<file path="src/spi_wm_consts.vh">
// register offsets, field positions, reset values and word length boundaries
`ifndef SPI_WM_CONSTS_VH
`define SPI_WM_CONSTS_VH
// register indices on the plain register port
`define ADDR_MASK_HIGH 3'h0
`define ADDR_FILL_LOW 3'h1
`define ADDR_FILL_HIGH 3'h2
`define ADDR_BAUD 3'h3
`define ADDR_CONTROL 3'h4
`define ADDR_STATUS 3'h5
// watermark_interrupt_mask_high fields
`define RX_EN_BIT 15
`define RX_LVL_HI 13
`define RX_LVL_LO 8
`define TX_EN_BIT 7
`define TX_LVL_HI 5
`define TX_LVL_LO 0
// control register fields
`define CTL_ENABLE_BIT 0
`define CTL_FILL_EN_BIT 1
`define CTL_EVENTS_HI 9
`define CTL_EVENTS_LO 2
// reset values
`define MASK_HIGH_RESET 16'h0000
`define FILL_RESET 16'h0000
`define BAUD_RESET 13'h0000
`define CTL_RESET 10'h000
// word length boundaries, in bits minus one
`define WLEN_8 5'h07
`define WLEN_16 5'h0F
`define WLEN_24 5'h17
`endif

</file>
<file path="src/spi_wm_skid.v">
// two-entry buffer with valid and ready on both sides
module spi_wm_skid #(
   parameter WIDTH = 32
) (
   input wire clk_sys,
   input wire sys_rst,
   input wire in_valid,
   output wire in_ready,
   input wire [WIDTH-1:0] in_data,
   output wire out_valid,
   input wire out_ready,
   output wire [WIDTH-1:0] out_data
);
   reg [WIDTH-1:0] mem_r [0:1];
   reg wr_ptr_r;
   reg rd_ptr_r;
   reg [1:0] count_r;
   wire push;
   wire pop;

   assign in_ready = (count_r != 2'h2);
   assign out_valid = (count_r != 2'h0);
   assign out_data = mem_r[rd_ptr_r];
   assign push = in_valid & in_ready;
   assign pop = out_valid & out_ready;

   // pointers and occupancy
   always @(posedge clk_sys or posedge sys_rst) begin
      if (sys_rst) begin
         wr_ptr_r <= 1'b0;
         rd_ptr_r <= 1'b0;
         count_r <= 2'h0;
      end else begin
         if (push)
            wr_ptr_r <= ~wr_ptr_r;
         if (pop)
            rd_ptr_r <= ~rd_ptr_r;
         if (push & ~pop)
            count_r <= count_r + 2'h1;
         else if (pop & ~push)
            count_r <= count_r - 2'h1;
      end
   end

   // storage, no reset needed
   always @(posedge clk_sys) begin
      if (push)
         mem_r[wr_ptr_r] <= in_data;
   end
endmodule

</file>
<file path="src/spi_watermark_underrun_logic.v">
// watermark interrupts, underrun fill word and baud clock of a serial unit
//
// Notes on behaviour
// rx watermark when level <= entry count
// tx watermark only when level equals count
// level above buffer depth never matches
// level bits 2,3,4 exist by depth
// rx level bits 13:8, enable bit 15
// tx level bits 5:0, enable bit 7
// bits 14 and 6 read zero
// underrun sends fill word when enabled
// 9-16 bit uses low 16, 2-8 low 8
// 25-32 full upper half, 17-24 bits 23:16
// serial clock is bus clock / 2(div+1)
// entry counts are occupied buffer entries
// software keeps divisor still while enabled
// watermarks join other events into one request
`include "spi_wm_consts.vh"
module spi_watermark_underrun_logic #(
   parameter BUFFER_DEPTH = 8,
   parameter WORD_WIDTH = 32
) (
   input wire clk_sys,
   input wire sys_rst,
   // register port
   input wire [2:0] reg_addr,
   input wire [15:0] reg_wdata,
   input wire reg_write,
   input wire reg_read,
   output reg [15:0] reg_rdata,
   // unit side
   input wire [5:0] rx_entry_count,
   input wire [5:0] tx_entry_count,
   input wire [4:0] variable_word_length,
   input wire tx_underrun,
   input wire [7:0] other_events,
   // transmit words from the buffer
   input wire tx_word_valid,
   output wire tx_word_ready,
   input wire [WORD_WIDTH-1:0] tx_word_data,
   // words toward the shifter
   output wire shift_valid,
   input wire shift_ready,
   output wire [WORD_WIDTH-1:0] shift_data,
   output wire shift_is_fill,
   // serial clock and request
   output reg serial_clock,
   output reg serial_clock_tick,
   output reg module_enable,
   output reg irq_request,
   output reg rx_watermark_hit,
   output reg tx_watermark_hit
);
   // ------------------------------------------------------------
   // register state
   // ------------------------------------------------------------
   reg rx_watermark_irq_enable_r;
   reg tx_watermark_irq_enable_r;
   reg [5:0] rx_watermark_level_r;
   reg [5:0] tx_watermark_level_r;
   reg [15:0] fill_low_r;
   reg [15:0] fill_high_r;
   reg [12:0] baud_divisor_r;
   reg [9:0] control_r;
   reg [12:0] baud_count_r;
   reg [12:0] baud_count_nxt;
   reg rx_hit_nxt;
   reg tx_hit_nxt;
   wire underrun_fill_enable;
   wire [5:0] impl_mask;
   wire [7:0] event_enables;
   wire [WORD_WIDTH-1:0] underrun_fill_word;
   wire [WORD_WIDTH-1:0] pick_data;
   wire pick_valid;
   wire pick_ready;
   wire [WORD_WIDTH:0] buf_out;
   reg [15:0] read_mux;

   assign underrun_fill_enable = control_r[`CTL_FILL_EN_BIT];
   assign event_enables = control_r[`CTL_EVENTS_HI:`CTL_EVENTS_LO];

   // ------------------------------------------------------------
   // helper functions
   // ------------------------------------------------------------
   // implemented level bits for a given buffer depth
   function [5:0] level_bits;
      input integer depth;
      begin
         level_bits = 6'h23; // bits 5,1,0 always present
         if (depth >= 8)
            level_bits = level_bits | 6'h04;
         if (depth >= 16)
            level_bits = level_bits | 6'h08;
         if (depth >= 32)
            level_bits = level_bits | 6'h10;
      end
   endfunction

   // a level is valid only up to the buffer depth
   function level_ok;
      input [5:0] level;
      begin
         level_ok = ({26'h0, level} <= BUFFER_DEPTH);
      end
   endfunction

   assign impl_mask = level_bits(BUFFER_DEPTH);

   // ------------------------------------------------------------
   // register writes
   // ------------------------------------------------------------
   always @(posedge clk_sys or posedge sys_rst) begin
      if (sys_rst) begin
         rx_watermark_irq_enable_r <= 1'b0;
         tx_watermark_irq_enable_r <= 1'b0;
         rx_watermark_level_r <= 6'h00;
         tx_watermark_level_r <= 6'h00;
         fill_low_r <= `FILL_RESET;
         fill_high_r <= `FILL_RESET;
         baud_divisor_r <= `BAUD_RESET;
         control_r <= `CTL_RESET;
      end else if (reg_write) begin
         case (reg_addr)
            `ADDR_MASK_HIGH: begin
               rx_watermark_irq_enable_r <= reg_wdata[`RX_EN_BIT];
               rx_watermark_level_r <=
                  reg_wdata[`RX_LVL_HI:`RX_LVL_LO] & impl_mask;
               tx_watermark_irq_enable_r <= reg_wdata[`TX_EN_BIT];
               tx_watermark_level_r <=
                  reg_wdata[`TX_LVL_HI:`TX_LVL_LO] & impl_mask;
            end
            `ADDR_FILL_LOW: fill_low_r <= reg_wdata;
            `ADDR_FILL_HIGH: fill_high_r <= reg_wdata;
            `ADDR_BAUD: baud_divisor_r <= reg_wdata[12:0];
            `ADDR_CONTROL: control_r <= reg_wdata[9:0];
            default: ;
         endcase
      end
   end

   // ------------------------------------------------------------
   // register reads
   // ------------------------------------------------------------
   always @* begin
      case (reg_addr)
         `ADDR_MASK_HIGH:
            read_mux = {rx_watermark_irq_enable_r, 1'b0,
               rx_watermark_level_r, tx_watermark_irq_enable_r,
               1'b0, tx_watermark_level_r};
         `ADDR_FILL_LOW: read_mux = fill_low_r;
         `ADDR_FILL_HIGH: read_mux = fill_high_r;
         `ADDR_BAUD: read_mux = {3'h0, baud_divisor_r};
         `ADDR_CONTROL: read_mux = {6'h00, control_r};
         `ADDR_STATUS:
            read_mux = {2'h0, rx_entry_count, irq_request,
               tx_watermark_hit, tx_entry_count};
         default: read_mux = 16'h0000;
      endcase
   end

   // read data valid in the cycle after the strobe only
   always @(posedge clk_sys or posedge sys_rst) begin
      if (sys_rst)
         reg_rdata <= 16'h0000;
      else if (reg_read)
         reg_rdata <= read_mux;
      else
         reg_rdata <= 16'h0000;
   end

   // ------------------------------------------------------------
   // watermark comparison and request
   // ------------------------------------------------------------
   always @* begin
      // counts are buffer occupancy from the unit
      rx_hit_nxt = rx_watermark_irq_enable_r &
         level_ok(rx_watermark_level_r) &
         (rx_watermark_level_r <= rx_entry_count);
      tx_hit_nxt = tx_watermark_irq_enable_r &
         level_ok(tx_watermark_level_r) &
         (tx_watermark_level_r == tx_entry_count);
   end

   // evaluated every cycle; module enable acts as reset
   always @(posedge clk_sys or posedge sys_rst) begin
      if (sys_rst) begin
         rx_watermark_hit <= 1'b0;
         tx_watermark_hit <= 1'b0;
         irq_request <= 1'b0;
         module_enable <= 1'b0;
      end else begin
         module_enable <= control_r[`CTL_ENABLE_BIT];
         rx_watermark_hit <= rx_hit_nxt & module_enable;
         tx_watermark_hit <= tx_hit_nxt & module_enable;
         irq_request <= module_enable & (rx_hit_nxt | tx_hit_nxt |
            (|(other_events & event_enables)));
      end
   end

   // ------------------------------------------------------------
   // underrun fill word
   // ------------------------------------------------------------
   // fill word trimmed to the selected word length
   assign underrun_fill_word =
      (variable_word_length <= `WLEN_8) ?
         {{(WORD_WIDTH-8){1'b0}}, fill_low_r[7:0]} :
      (variable_word_length <= `WLEN_16) ?
         {{(WORD_WIDTH-16){1'b0}}, fill_low_r} :
      (variable_word_length <= `WLEN_24) ?
         {{(WORD_WIDTH-24){1'b0}}, fill_high_r[7:0], fill_low_r} :
         {fill_high_r, fill_low_r};

   // substitute fill word only when underrun and enabled
   assign pick_valid = module_enable &
      (tx_word_valid | (tx_underrun & underrun_fill_enable));
   assign pick_data = tx_word_valid ? tx_word_data :
      underrun_fill_word;
   assign tx_word_ready = pick_ready & module_enable;

   spi_wm_skid #(
      .WIDTH(WORD_WIDTH + 1)
   ) u_buf (
      .clk_sys(clk_sys),
      .sys_rst(sys_rst),
      .in_valid(pick_valid),
      .in_ready(pick_ready),
      .in_data({~tx_word_valid, pick_data}),
      .out_valid(shift_valid),
      .out_ready(shift_ready),
      .out_data(buf_out)
   );

   assign shift_is_fill = buf_out[WORD_WIDTH];
   assign shift_data = buf_out[WORD_WIDTH-1:0];

   // ------------------------------------------------------------
   // baud clock
   // ------------------------------------------------------------
   // toggle every divisor+1 cycles gives bus clock / 2(div+1)
   always @* begin
      if (baud_count_r >= baud_divisor_r)
         baud_count_nxt = 13'h0000;
      else
         baud_count_nxt = baud_count_r + 13'h0001;
   end

   always @(posedge clk_sys or posedge sys_rst) begin
      if (sys_rst) begin
         baud_count_r <= 13'h0000;
         serial_clock <= 1'b0;
         serial_clock_tick <= 1'b0;
      end else if (!module_enable) begin
         baud_count_r <= 13'h0000;
         serial_clock <= 1'b0;
         serial_clock_tick <= 1'b0;
      end else begin
         baud_count_r <= baud_count_nxt;
         serial_clock_tick <= (baud_count_r >= baud_divisor_r);
         if (baud_count_r >= baud_divisor_r)
            serial_clock <= ~serial_clock;
      end
   end
endmodule

</file>
<file path="config.mk">
export PLATFORM = sky130hd
export DESIGN_NAME = spi_watermark_underrun_logic
export DESIGN_NICKNAME = d
export VERILOG_FILES = /design/src/spi_wm_skid.v /design/src/spi_watermark_underrun_logic.v
export VERILOG_INCLUDE_DIRS = /design/src /design/src/src
export SDC_FILE = /design/constraint.sdc
export NUM_CORES = 1
export LEC_CHECK = 0
export ABC_AREA = 1
export BUFFER_PORTS_ARGS = -buffer_cell sky130_fd_sc_hd__buf_2
export CAP_MARGIN = 0
export CORE_MARGIN = 2
export CORE_UTILIZATION = 51
export CTS_CLUSTER_SIZE = 24
export DETAILED_ROUTE_END_ITERATION = 7
export PLACE_DENSITY = 0.77
export SYNTH_ARGS = -nofsm -noshare
export SYNTH_HDL_FRONTEND = slang
export SYNTH_SLANG_ARGS = --single-unit
</file>
<file path="constraint.sdc">
create_clock -name clk_sys -period 2.7 [get_ports clk_sys]
set_clock_uncertainty 0.05 [all_clocks]
set_input_delay 0 -clock clk_sys [delete_from_list [all_inputs] [get_ports clk_sys]]
set_output_delay 0 -clock clk_sys [all_outputs]
set_load 0.02 [all_outputs]
</file>
---- Word-level counts from Yosys, hierarchy flattened ----
Memories as Yosys holds them, arrays and structs flattened.
Cells that the tools add are included.
cells by class
  add/sub/neg operators ................... 3
  magnitude comparators ................... 7
  eq/ne operators ......................... 8
  multiplexer cells ....................... 15
  bitwise gates (word level) .............. 24
  reductions and logical operators ........ 9
operators by type and width
  cell                                                 number
  two-way mux 32 bit                                   4
  one-hot mux 16 bit (6 select lines)                  1
  two-way mux 13 bit                                   2
  two-way mux 16 bit                                   1
  AND 1 bit                                            14
  adder 13 x 1 -> 13 bit, second input constant        1
  >= comparator 13 bit                                 1
  <= comparator 6 x 4 -> 1 bit, second input constant  2
  AND reduction 2 bit                                  5
  AND 8 bit                                            1
  OR reduction 8 bit                                   1
  == test 3 x 2 -> 1 bit, second input constant        2
  == test 3 bit, second input constant                 2
  == test 6 bit                                        1
  <= comparator 6 bit                                  1
  inverter 1 bit                                       6
  <= comparator 5 x 3 -> 1 bit, second input constant  1
  <= comparator 5 x 4 -> 1 bit, second input constant  1
  <= comparator 5 bit, second input constant           1
  two-way mux 1 bit                                    5
  two-way mux 2 bit                                    2
  nonzero test 2 bit                                   2
  == test 3 x 1 -> 1 bit, second input constant        1
  zero test 3 bit                                      1
  other kinds (5)                                      7
storage, ports and cells
  register bits after elaboration ......... 104
  memory bits (writable) .................. 66
  input bits .............................. 83
  output and inout bits ................... 57
  word-level logic and storage cells ...... 86
  memories ................................ 1
memory list
  name         words  bits a word  rd ports  clocked after Yosys merged registers in  write ports  line              text
  u_buf.mem_r  2      33           1         0                                        1            spi_wm_skid.v:14  reg [WIDTH-1:0] mem_r [0:1];

---- Depth between registers and ports, before layout ----
Gate-level depths: netlist of the first run.
  depth in word-level cells ............... 8
  gate-level depth with buffers ........... 12
  depth with buffers taken out ............ 11

---- By module ----
Synthesis of the first run repeated with hierarchy kept, for this count alone.
unflattened totals
  cell total of the unflattened synthesis .. 825
  area total of the unflattened synthesis .. 8,061.5 µm²
by module, submodules not included
  module                        instances  cells an instance  area each (µm²)  sequential area each (µm²)
  spi_watermark_underrun_logic  1          693                5,316.3          2,502.4
  spi_wm_skid                   1          132                2,745.1          2,082.0

---- Worst setup path before layout of the first run ----
OpenSTA, ideal clock, no wires.
  path kind ............................... register to register
  from .................................... register module_enable
  to ...................................... memory u_buf.mem_r[1][0] (netlist name) (enable)
  arrival time ............................ 2.399 ns
  required time ........................... 2.225 ns
  slack ................................... -0.174 ns
  stages on the path, launching flop included .. 5
  clock period less this slack ............ 2.874 ns
  cells stage by stage .................... dfrtp_1 > inv_1 > nor3_2 > inv_1 > nor2_1
between the ends
  word-level cells in the longest chain between the ends .. 4
ends and longest elaborated chain
  what                                     line                                text
  start: declaration                       spi_watermark_underrun_logic.v:49   output reg module_enable,
  start signal: assignment                 spi_watermark_underrun_logic.v:192  module_enable <= control_r[`CTL_ENABLE_BIT];
  AND 1 bit                                spi_watermark_underrun_logic.v:214  assign pick_valid = module_enable &
  AND 1 bit                                spi_wm_skid.v:24                    assign push = in_valid & in_ready;
  named net u_buf.push                     spi_wm_skid.v:18                    wire push;
  two-way mux 1 bit                        spi_wm_skid.v:47                    if (push)
  two-way mux 1 bit (not written as such)  spi_wm_skid.v:48                    mem_r[wr_ptr_r] <= in_data;
  end: declaration                         spi_wm_skid.v:14
The timed path passes the listed nets, and every way through them passes these cells.

---- Final worst setup path of the first run ----
  from .................................... register control_r[9]
  to ...................................... register irq_request
between the ends
  word-level cells in the longest chain between the ends .. 4
ends and longest elaborated chain
  what                      line                                text
  start: declaration        spi_watermark_underrun_logic.v:64   reg [9:0] control_r;
  start signal: assignment  spi_watermark_underrun_logic.v:121  control_r <= `CTL_RESET;
  start signal: assignment  spi_watermark_underrun_logic.v:135  `ADDR_CONTROL: control_r <= reg_wdata[9:0];
  AND 8 bit                 spi_watermark_underrun_logic.v:196  (|(other_events & event_enables)));
  OR reduction 8 bit        spi_watermark_underrun_logic.v:196
  OR 1 bit                  spi_watermark_underrun_logic.v:195  irq_request <= module_enable & (rx_hit_nxt | tx_hit_nxt |
  AND 1 bit                 spi_watermark_underrun_logic.v:195
  end signal: assignment    spi_watermark_underrun_logic.v:195
  end: declaration          spi_watermark_underrun_logic.v:50   output reg irq_request,
No other way between the ends.
A chain may end at the register's enable or synchronous reset.

==> flow_summary.toml, run 1 <==
[status]
violations = "negative hold slack"
outcome = "finished, violations left"

[cells_and_area]
layout_common_cells = "334 x nand2_1, 136 x buf_2, 104 x dfrtp_1, 76 x inv_1, 66 x edfxtp_1"
nets = 1183
multiInputGateArea_mm2 = 0.002809
areaGrowthSynthToFinish_pct = 25.87
regArea_mm2 = 0.004584
layout-drive-gt1-share_pct = 18.12
stdcell_count = 1281
fillers = 1207
final_common_cell = "nand2_1"
antennaDiodeCount = 0

[clocking]
root_buffer = "clkbuf_16"
htree_levels = 4
cts_buffer_depth = 2
cts-resized-gates = 0
clkTransAtPathRegs_ns = 0.06
cts_buffers = 17
insertion_delay_ns = 0.44
cts.sinks = 170
cts_tree = "built"

[floorplanning]
start_util_pct = 52.15
fp.dieW_um = 128.5
core_area_mm2 = 0.01515
ios = 140
rows = 45
die-area_mm2 = 0.01650
die_y_um = 128.5

[global_routing]
grt_pass1_wl_mm = 33.04
globalRoute.totalOverflow = 0
grt.total_usage_pct = 26.71
grt_max_degree = 105
antenna_found_initial = 0
grt_pass1_vias = 6453

[route]
firstDrtPassIters = 6
drtAntennaViolNets = 0
via_per_inst = 5.233
drc = 0
routed-wl-met3_mm = 1.631
met1_length_mm = 9.069
wl_per_cell_um = 16.52
route.met2.wl_mm = 9.905
totalWireLength_mm = 21.16
drt_iter0_drc = 761
highest_layer = "met4"
vias = 6703

[setup_path]
cp.arrival_ns = 2.47
cp_max_fo = 3
endpoint_kind = "register"
rr_worst_depth = 8
crit_type = "reg2reg"
cp.required_ns = 2.98
cp-start-kind = "register"

[sta]
rsz0062_at_grt = "no"
post-route-period-util_pct = 81.08
whs_ns = -0.01302
hold_viol_final = 1
slew_viol_final = 0
relSlewSlack_pct = 32.86
worst_pin_slew_ns = 1.001
fin_tns_setup_ns = 0
setup_violations = 0
fmax_ghz = 0.4568
period_minus_slack_ns = 2.189

[flow_run]
cap_violations = 0

[synth]
synthDistinctLibCells = 33
avgSynthCellArea_um2 = 8.885
postSynthCellCount = 889
syn-cell-area_mm2 = 0.007899
ys_ff_latch = 170
syn_nets = 991
ys_seq_area_share_pct = 58.04
ys_warn_count = 0

[pwr]
ir_drop_v = 0.0005091
power_density_mw_per_mm2 = 775.0
leakage_nw = 4.875

[place]
dpl.hpwl_mm = 14.41
globalplace.congestion = 0.8823
port_buffers = 136
place_inst = 1185

[min_path]
whs_path_depth = 6
hold_class = "in2reg"
path summary, 6_finish.rpt:
path | endpoint | start | slack [ns]
worst max-delay path | irq_request | control_r[9] | 0.51
worst min-delay path | irq_request | tx_entry_count[0] | -0.01
worst max register to register | irq_request | control_r[9] | 0.51
worst min register to register | module_enable | control_r[0] | 0.37
max in group asynchronous | baud_count_r[4] | sys_rst | 1.96
min in group asynchronous | irq_request | sys_rst | 0.20
cells by family (layout without fill, tap and decap cells):
logic type	count (synthesis)	in the layout	synth area share (%)
and+or+nand+nor	441	441	22.72
DFF	170	170	58.04
AOI/OAI and AO/OA	127	127	8.443
buffers and inverters	120	324	6.463
adders and majority gates	19	19	3.010
xor gates and xnor gates	12	12	1.331
registers in the layout, summed over array words and instances, names as in the netlist, 2 cells and up:
register and count:
u_buf.count_r 2, baud_divisor_r 13, rx_watermark_level_r 4, fill_high_r 16, fill_low_r 16, control_r 10, baud_count_r 13, u_buf.mem_r 66
reg_rdata 16, level_ok.level 4
cells in the mapped netlist:
cell	number	share of area, %
a21oi_1	18	1.1
nand2_1	334	16
o22ai_1	6	0.48
dfrtp_1	104	33
o21ai_2	1	0.11
a22oi_1	3	0.29
nor3_2	6	0.76
buf_4	2	0.19
xor2_1	5	0.55
a31oi_1	1	0.079
edfxtp_1	66	25
a41oi_1	1	0.11
nor2_1	54	2.6
inv_4	1	0.079
buf_6	5	0.71
xnor2_1	7	0.78
nand2_2	3	0.24
ha_1	19	3.0
nor2_4	2	0.29
clkinv_1	1	0.047
clkbuf_1	17	0.81
o21ai_0	46	2.9
buf_2	10	0.63
or2_2	1	0.079
nand3_1	28	1.8
o21ai_1	48	3.0
nand3_2	1	0.13
o31ai_1	3	0.29
inv_2	7	0.33
inv_1	77	3.7
nand2_4	2	0.29
nor3_1	4	0.25
nand4_1	6	0.48
final cells by class:
| cell class | count | share of cell area [%] |
|---|---|---|
| multi-input cells | 599 | 28.25 |
| clock buffers | 26 | 5.437 |
| flip-flops and latches | 170 | 46.11 |
| inverters | 86 | 3.310 |
| well taps | 188 | 2.366 |
| repair buffers | 207 | 13.97 |
| clock inverters | 5 | 0.5537 |
stage by stage:
step / setup slack (ns) / util [%] / area (um2) / hold WS [ns] / power, mW
2_1_floorplan: 0.3672 / - / 7908 / 0.05387 / 4.563
3_3_place_gp: 0.7368 / 57.41 / 8696 / 0.1455 / 5.154
3_5_place_dp: 0.6890 / 57.41 / 8696 / 0.1499 / 5.212
4_1_cts: 0.4883 / 65.64 / 9942 / 0.004932 / 7.700
5_1_grt: 0.3782 / 65.64 / 9942 / 0.05126 / 8.068
6_report: 0.5109 / 65.64 / 9942 / -0.01302 / 7.705
power breakdown:
group          internal, mW  switching, mW  total [mW]
registers              3.08          0.228        3.31
logic                 0.649           1.31        1.96
clock network          1.46          0.972        2.44
critical path, cell delays in order (launching register included):
cell and delay (ns):
dfrtp_1 0.41, nand2_1 0.09, nand4_1 0.11, dlygate4sd3_1 0.58, nor2_1 0.11, dlygate4sd3_1 0.55
nand2_1 0.06, nand2_1 0.08, nand2_1 0.06
repair_timing:
item                      CTS  global route
hold buffers               65             0
hold endpoints to repair  246             0
buffers inserted            0             0
metal layers:
metal	vias up	global-route usage, %
li1	3256	-
met5	-	0
met3	39	5.239
met1	3084	35.57
met4	0	11.25
met2	324	43.21
No activity file was read; power rests on OpenSTA's default activity.
==> run 2, diff against run 1 <==
==> constraint.sdc (replaced) <==
create_clock -name clk_sys -period 1.9 [get_ports clk_sys]
set_clock_uncertainty 0.05 [all_clocks]
set_input_delay 0 -clock clk_sys [delete_from_list [all_inputs] [get_ports clk_sys]]
set_output_delay 0 -clock clk_sys [all_outputs]
set_load 0.02 [all_outputs]
==> flow_summary.toml, run 2 (synthesis gave the netlist of run 1 again) <==
[status]
outcome = "finished clean"

[sta]
rsz0062_at_grt = "no"
worst_pin_slew_ns = 0.5768
relSlewSlack_pct = 61.41
hold_viol_final = 0
post-route-period-util_pct = 94.32
setup_violations = 0
setup_ws_ns = 0.1079
fmax_ghz = 0.5580
slew_viol_final = 0
period_minus_slack_ns = 1.792

[min_path]
whs_path_depth = 5
min_to = "reg_rdata[9]"
min_from = "rx_entry_count[1]"
hold_class = "in2reg"

[place]
place_inst = 1191
dpl.hpwl_mm = 14.34
globalplace.congestion = 0.9243
port_buffers = 136
place_ws_ns = 0.08950

[setup_path]
crit_slowest_cell = "dlygate4sd3_1"
endpoint_kind = "register"
crit_chain = "dlygate4sd3_1 -> buf_2 -> nor3_2 -> nand2_1 -> a41oi_1 -> dlygate4sd3_1"
slowest_delay_ns = 0.58
r2r_start = "baud_divisor_r[8]"
cp.required_ns = 2.22
worstReg2RegEnd = "baud_count_r[7]"
cp-start-kind = "primary input"
cp.arrival_ns = 2.11
cp_max_fo = 7
cpMostUsedCell = "dlygate4sd3_1"
rr_worst_depth = 11
rrSetupSlack_ns = 0.13
crit_type = "in2reg"

[global_routing]
grt_pass1_vias = 6461
use_met3_pct = 5.281
busiest_layer = "met2"
grt_pass1_wl_mm = 32.72
grt_use_met1_pct = 34.79
globalRoute.totalOverflow = 0
antenna_found_initial = 0
gr-usage-met2_pct = 42.30
grt.total_usage_pct = 26.41
grt_max_degree = 105

[floorplanning]
die_y_um = 128.5
die-area_mm2 = 0.01650
fp.dieW_um = 128.5
start_util_pct = 52.15
ios = 140
rows = 45
core_area_mm2 = 0.01515

[clocking]
clkTransAtPathRegs_ns = 0.07
cts.sinks = 170
cts_tree = "built"
root_buffer = "clkbuf_16"
cts_buffer_depth = 2
cts_buffers = 17
insertion_delay_ns = 0.44
htree_levels = 4

[route]
vias = 6835
drc = 0
drtAntennaViolNets = 0
firstDrtPassIters = 5
totalWireLength_mm = 21.20
drt_iter0_drc = 649
via_per_inst = 5.278
wl_per_cell_um = 16.37

[pwr]
leakage_nw = 4.953
power_density_mw_per_mm2 = 1095
ir_drop_v = 0.0007714

[cells_and_area]
stdcell_count = 1295
areaGrowthSynthToFinish_pct = 27.94
antennaDiodeCount = 0
nets = 1196
top_register = "u_buf.mem_r"
layout_common_cells = "334 x nand2_1, 136 x buf_2, 103 x dfrtp_1, 76 x inv_1, 71 x dlygate4sd3_1"
largest_reg_flops = 66
final_common_cell = "nand2_1"
layout-drive-gt1-share_pct = 18.88
fillers = 1206

[flow_run]
cap_violations = 0
run 2: changes by cell type in the layout (fill, tap and decap cells not counted), moves of 2 or more:
cell,before,now
inv_6,0,5
clkinv_4,0,2
buf_12,1,4
clkbuf_1,2,0
nor2_2,2,0
clkbuf_8,6,0
nor2_4,2,4
dlygate4sd3_1,65,71
inv_4,1,3
buf_4,5,8
run 2: cell type report:
cell class	count	area (um2)	share of cell area (%)
Sequential cell	170	4586	45.38
Clock inverter	15	162.7	1.610
Timing Repair Buffer	219	1531	15.15
Inverter	86	329.1	3.256
Multi-Input combinational cell	600	2836	28.07
Clock buffer	17	425.4	4.210
Tap cell	188	235.2	2.328
run 2: how the worst max path moves through the flow:
stage,end,startpoint
after floorplan,u_buf.mem_r[1][0],module_enable
after global placement,baud_count_r[10],baud_divisor_r[8]
after detailed placement,baud_count_r[4],baud_divisor_r[8]
after CTS,baud_count_r[4],baud_divisor_r[8]
after global routing,baud_count_r[0],baud_divisor_r[11]
final,reg_rdata[13],reg_addr[1]
run 2: power by group:
group          switching [mW]  leakage, nW  internal [mW]  total [mW]
clock                    1.52        0.292           1.96        3.48
combinational            1.90         2.71          0.992        2.89
sequential              0.318         1.95           4.37        4.69
total                    3.74         4.95           7.33        11.1
run 2: through the flow:
step	area, um2	hold slack [ns]	total power, mW	utilization (%)	TNS, ns
2_1_floorplan	7919	0.05387	6.497	-	-0.5375
3_3_place_gp	8790	0.1512	7.394	58.03	0
3_5_place_dp	8790	0.1549	7.480	58.03	0
4_1_cts	10090	0.01451	11.07	66.61	0
5_1_grt	10110	0.06270	11.60	66.72	0
6_report	10110	0.02405	11.07	66.72	0
run 2: layer usage:
metal	share of wire [%]	wire, um
met5	0	0
met4	3.6	765
met3	7.4	1572
met2	47	9911
met1	42	8946
run 2: critical path, delay by kind of cell:
kind	cells	cell delay [ns]
buffers and inverters	3	1.28
AND/OR/NAND/NOR	2	0.59
AO/OA/AOI/OAI	1	0.24
run 2: what timing repair did:
action	in CTS	in global routing
hold buffers	71	0
setup endpoints to repair	0	13
resized for setup	0	1
hold endpoints to repair	246	0
setup buffers	0	0
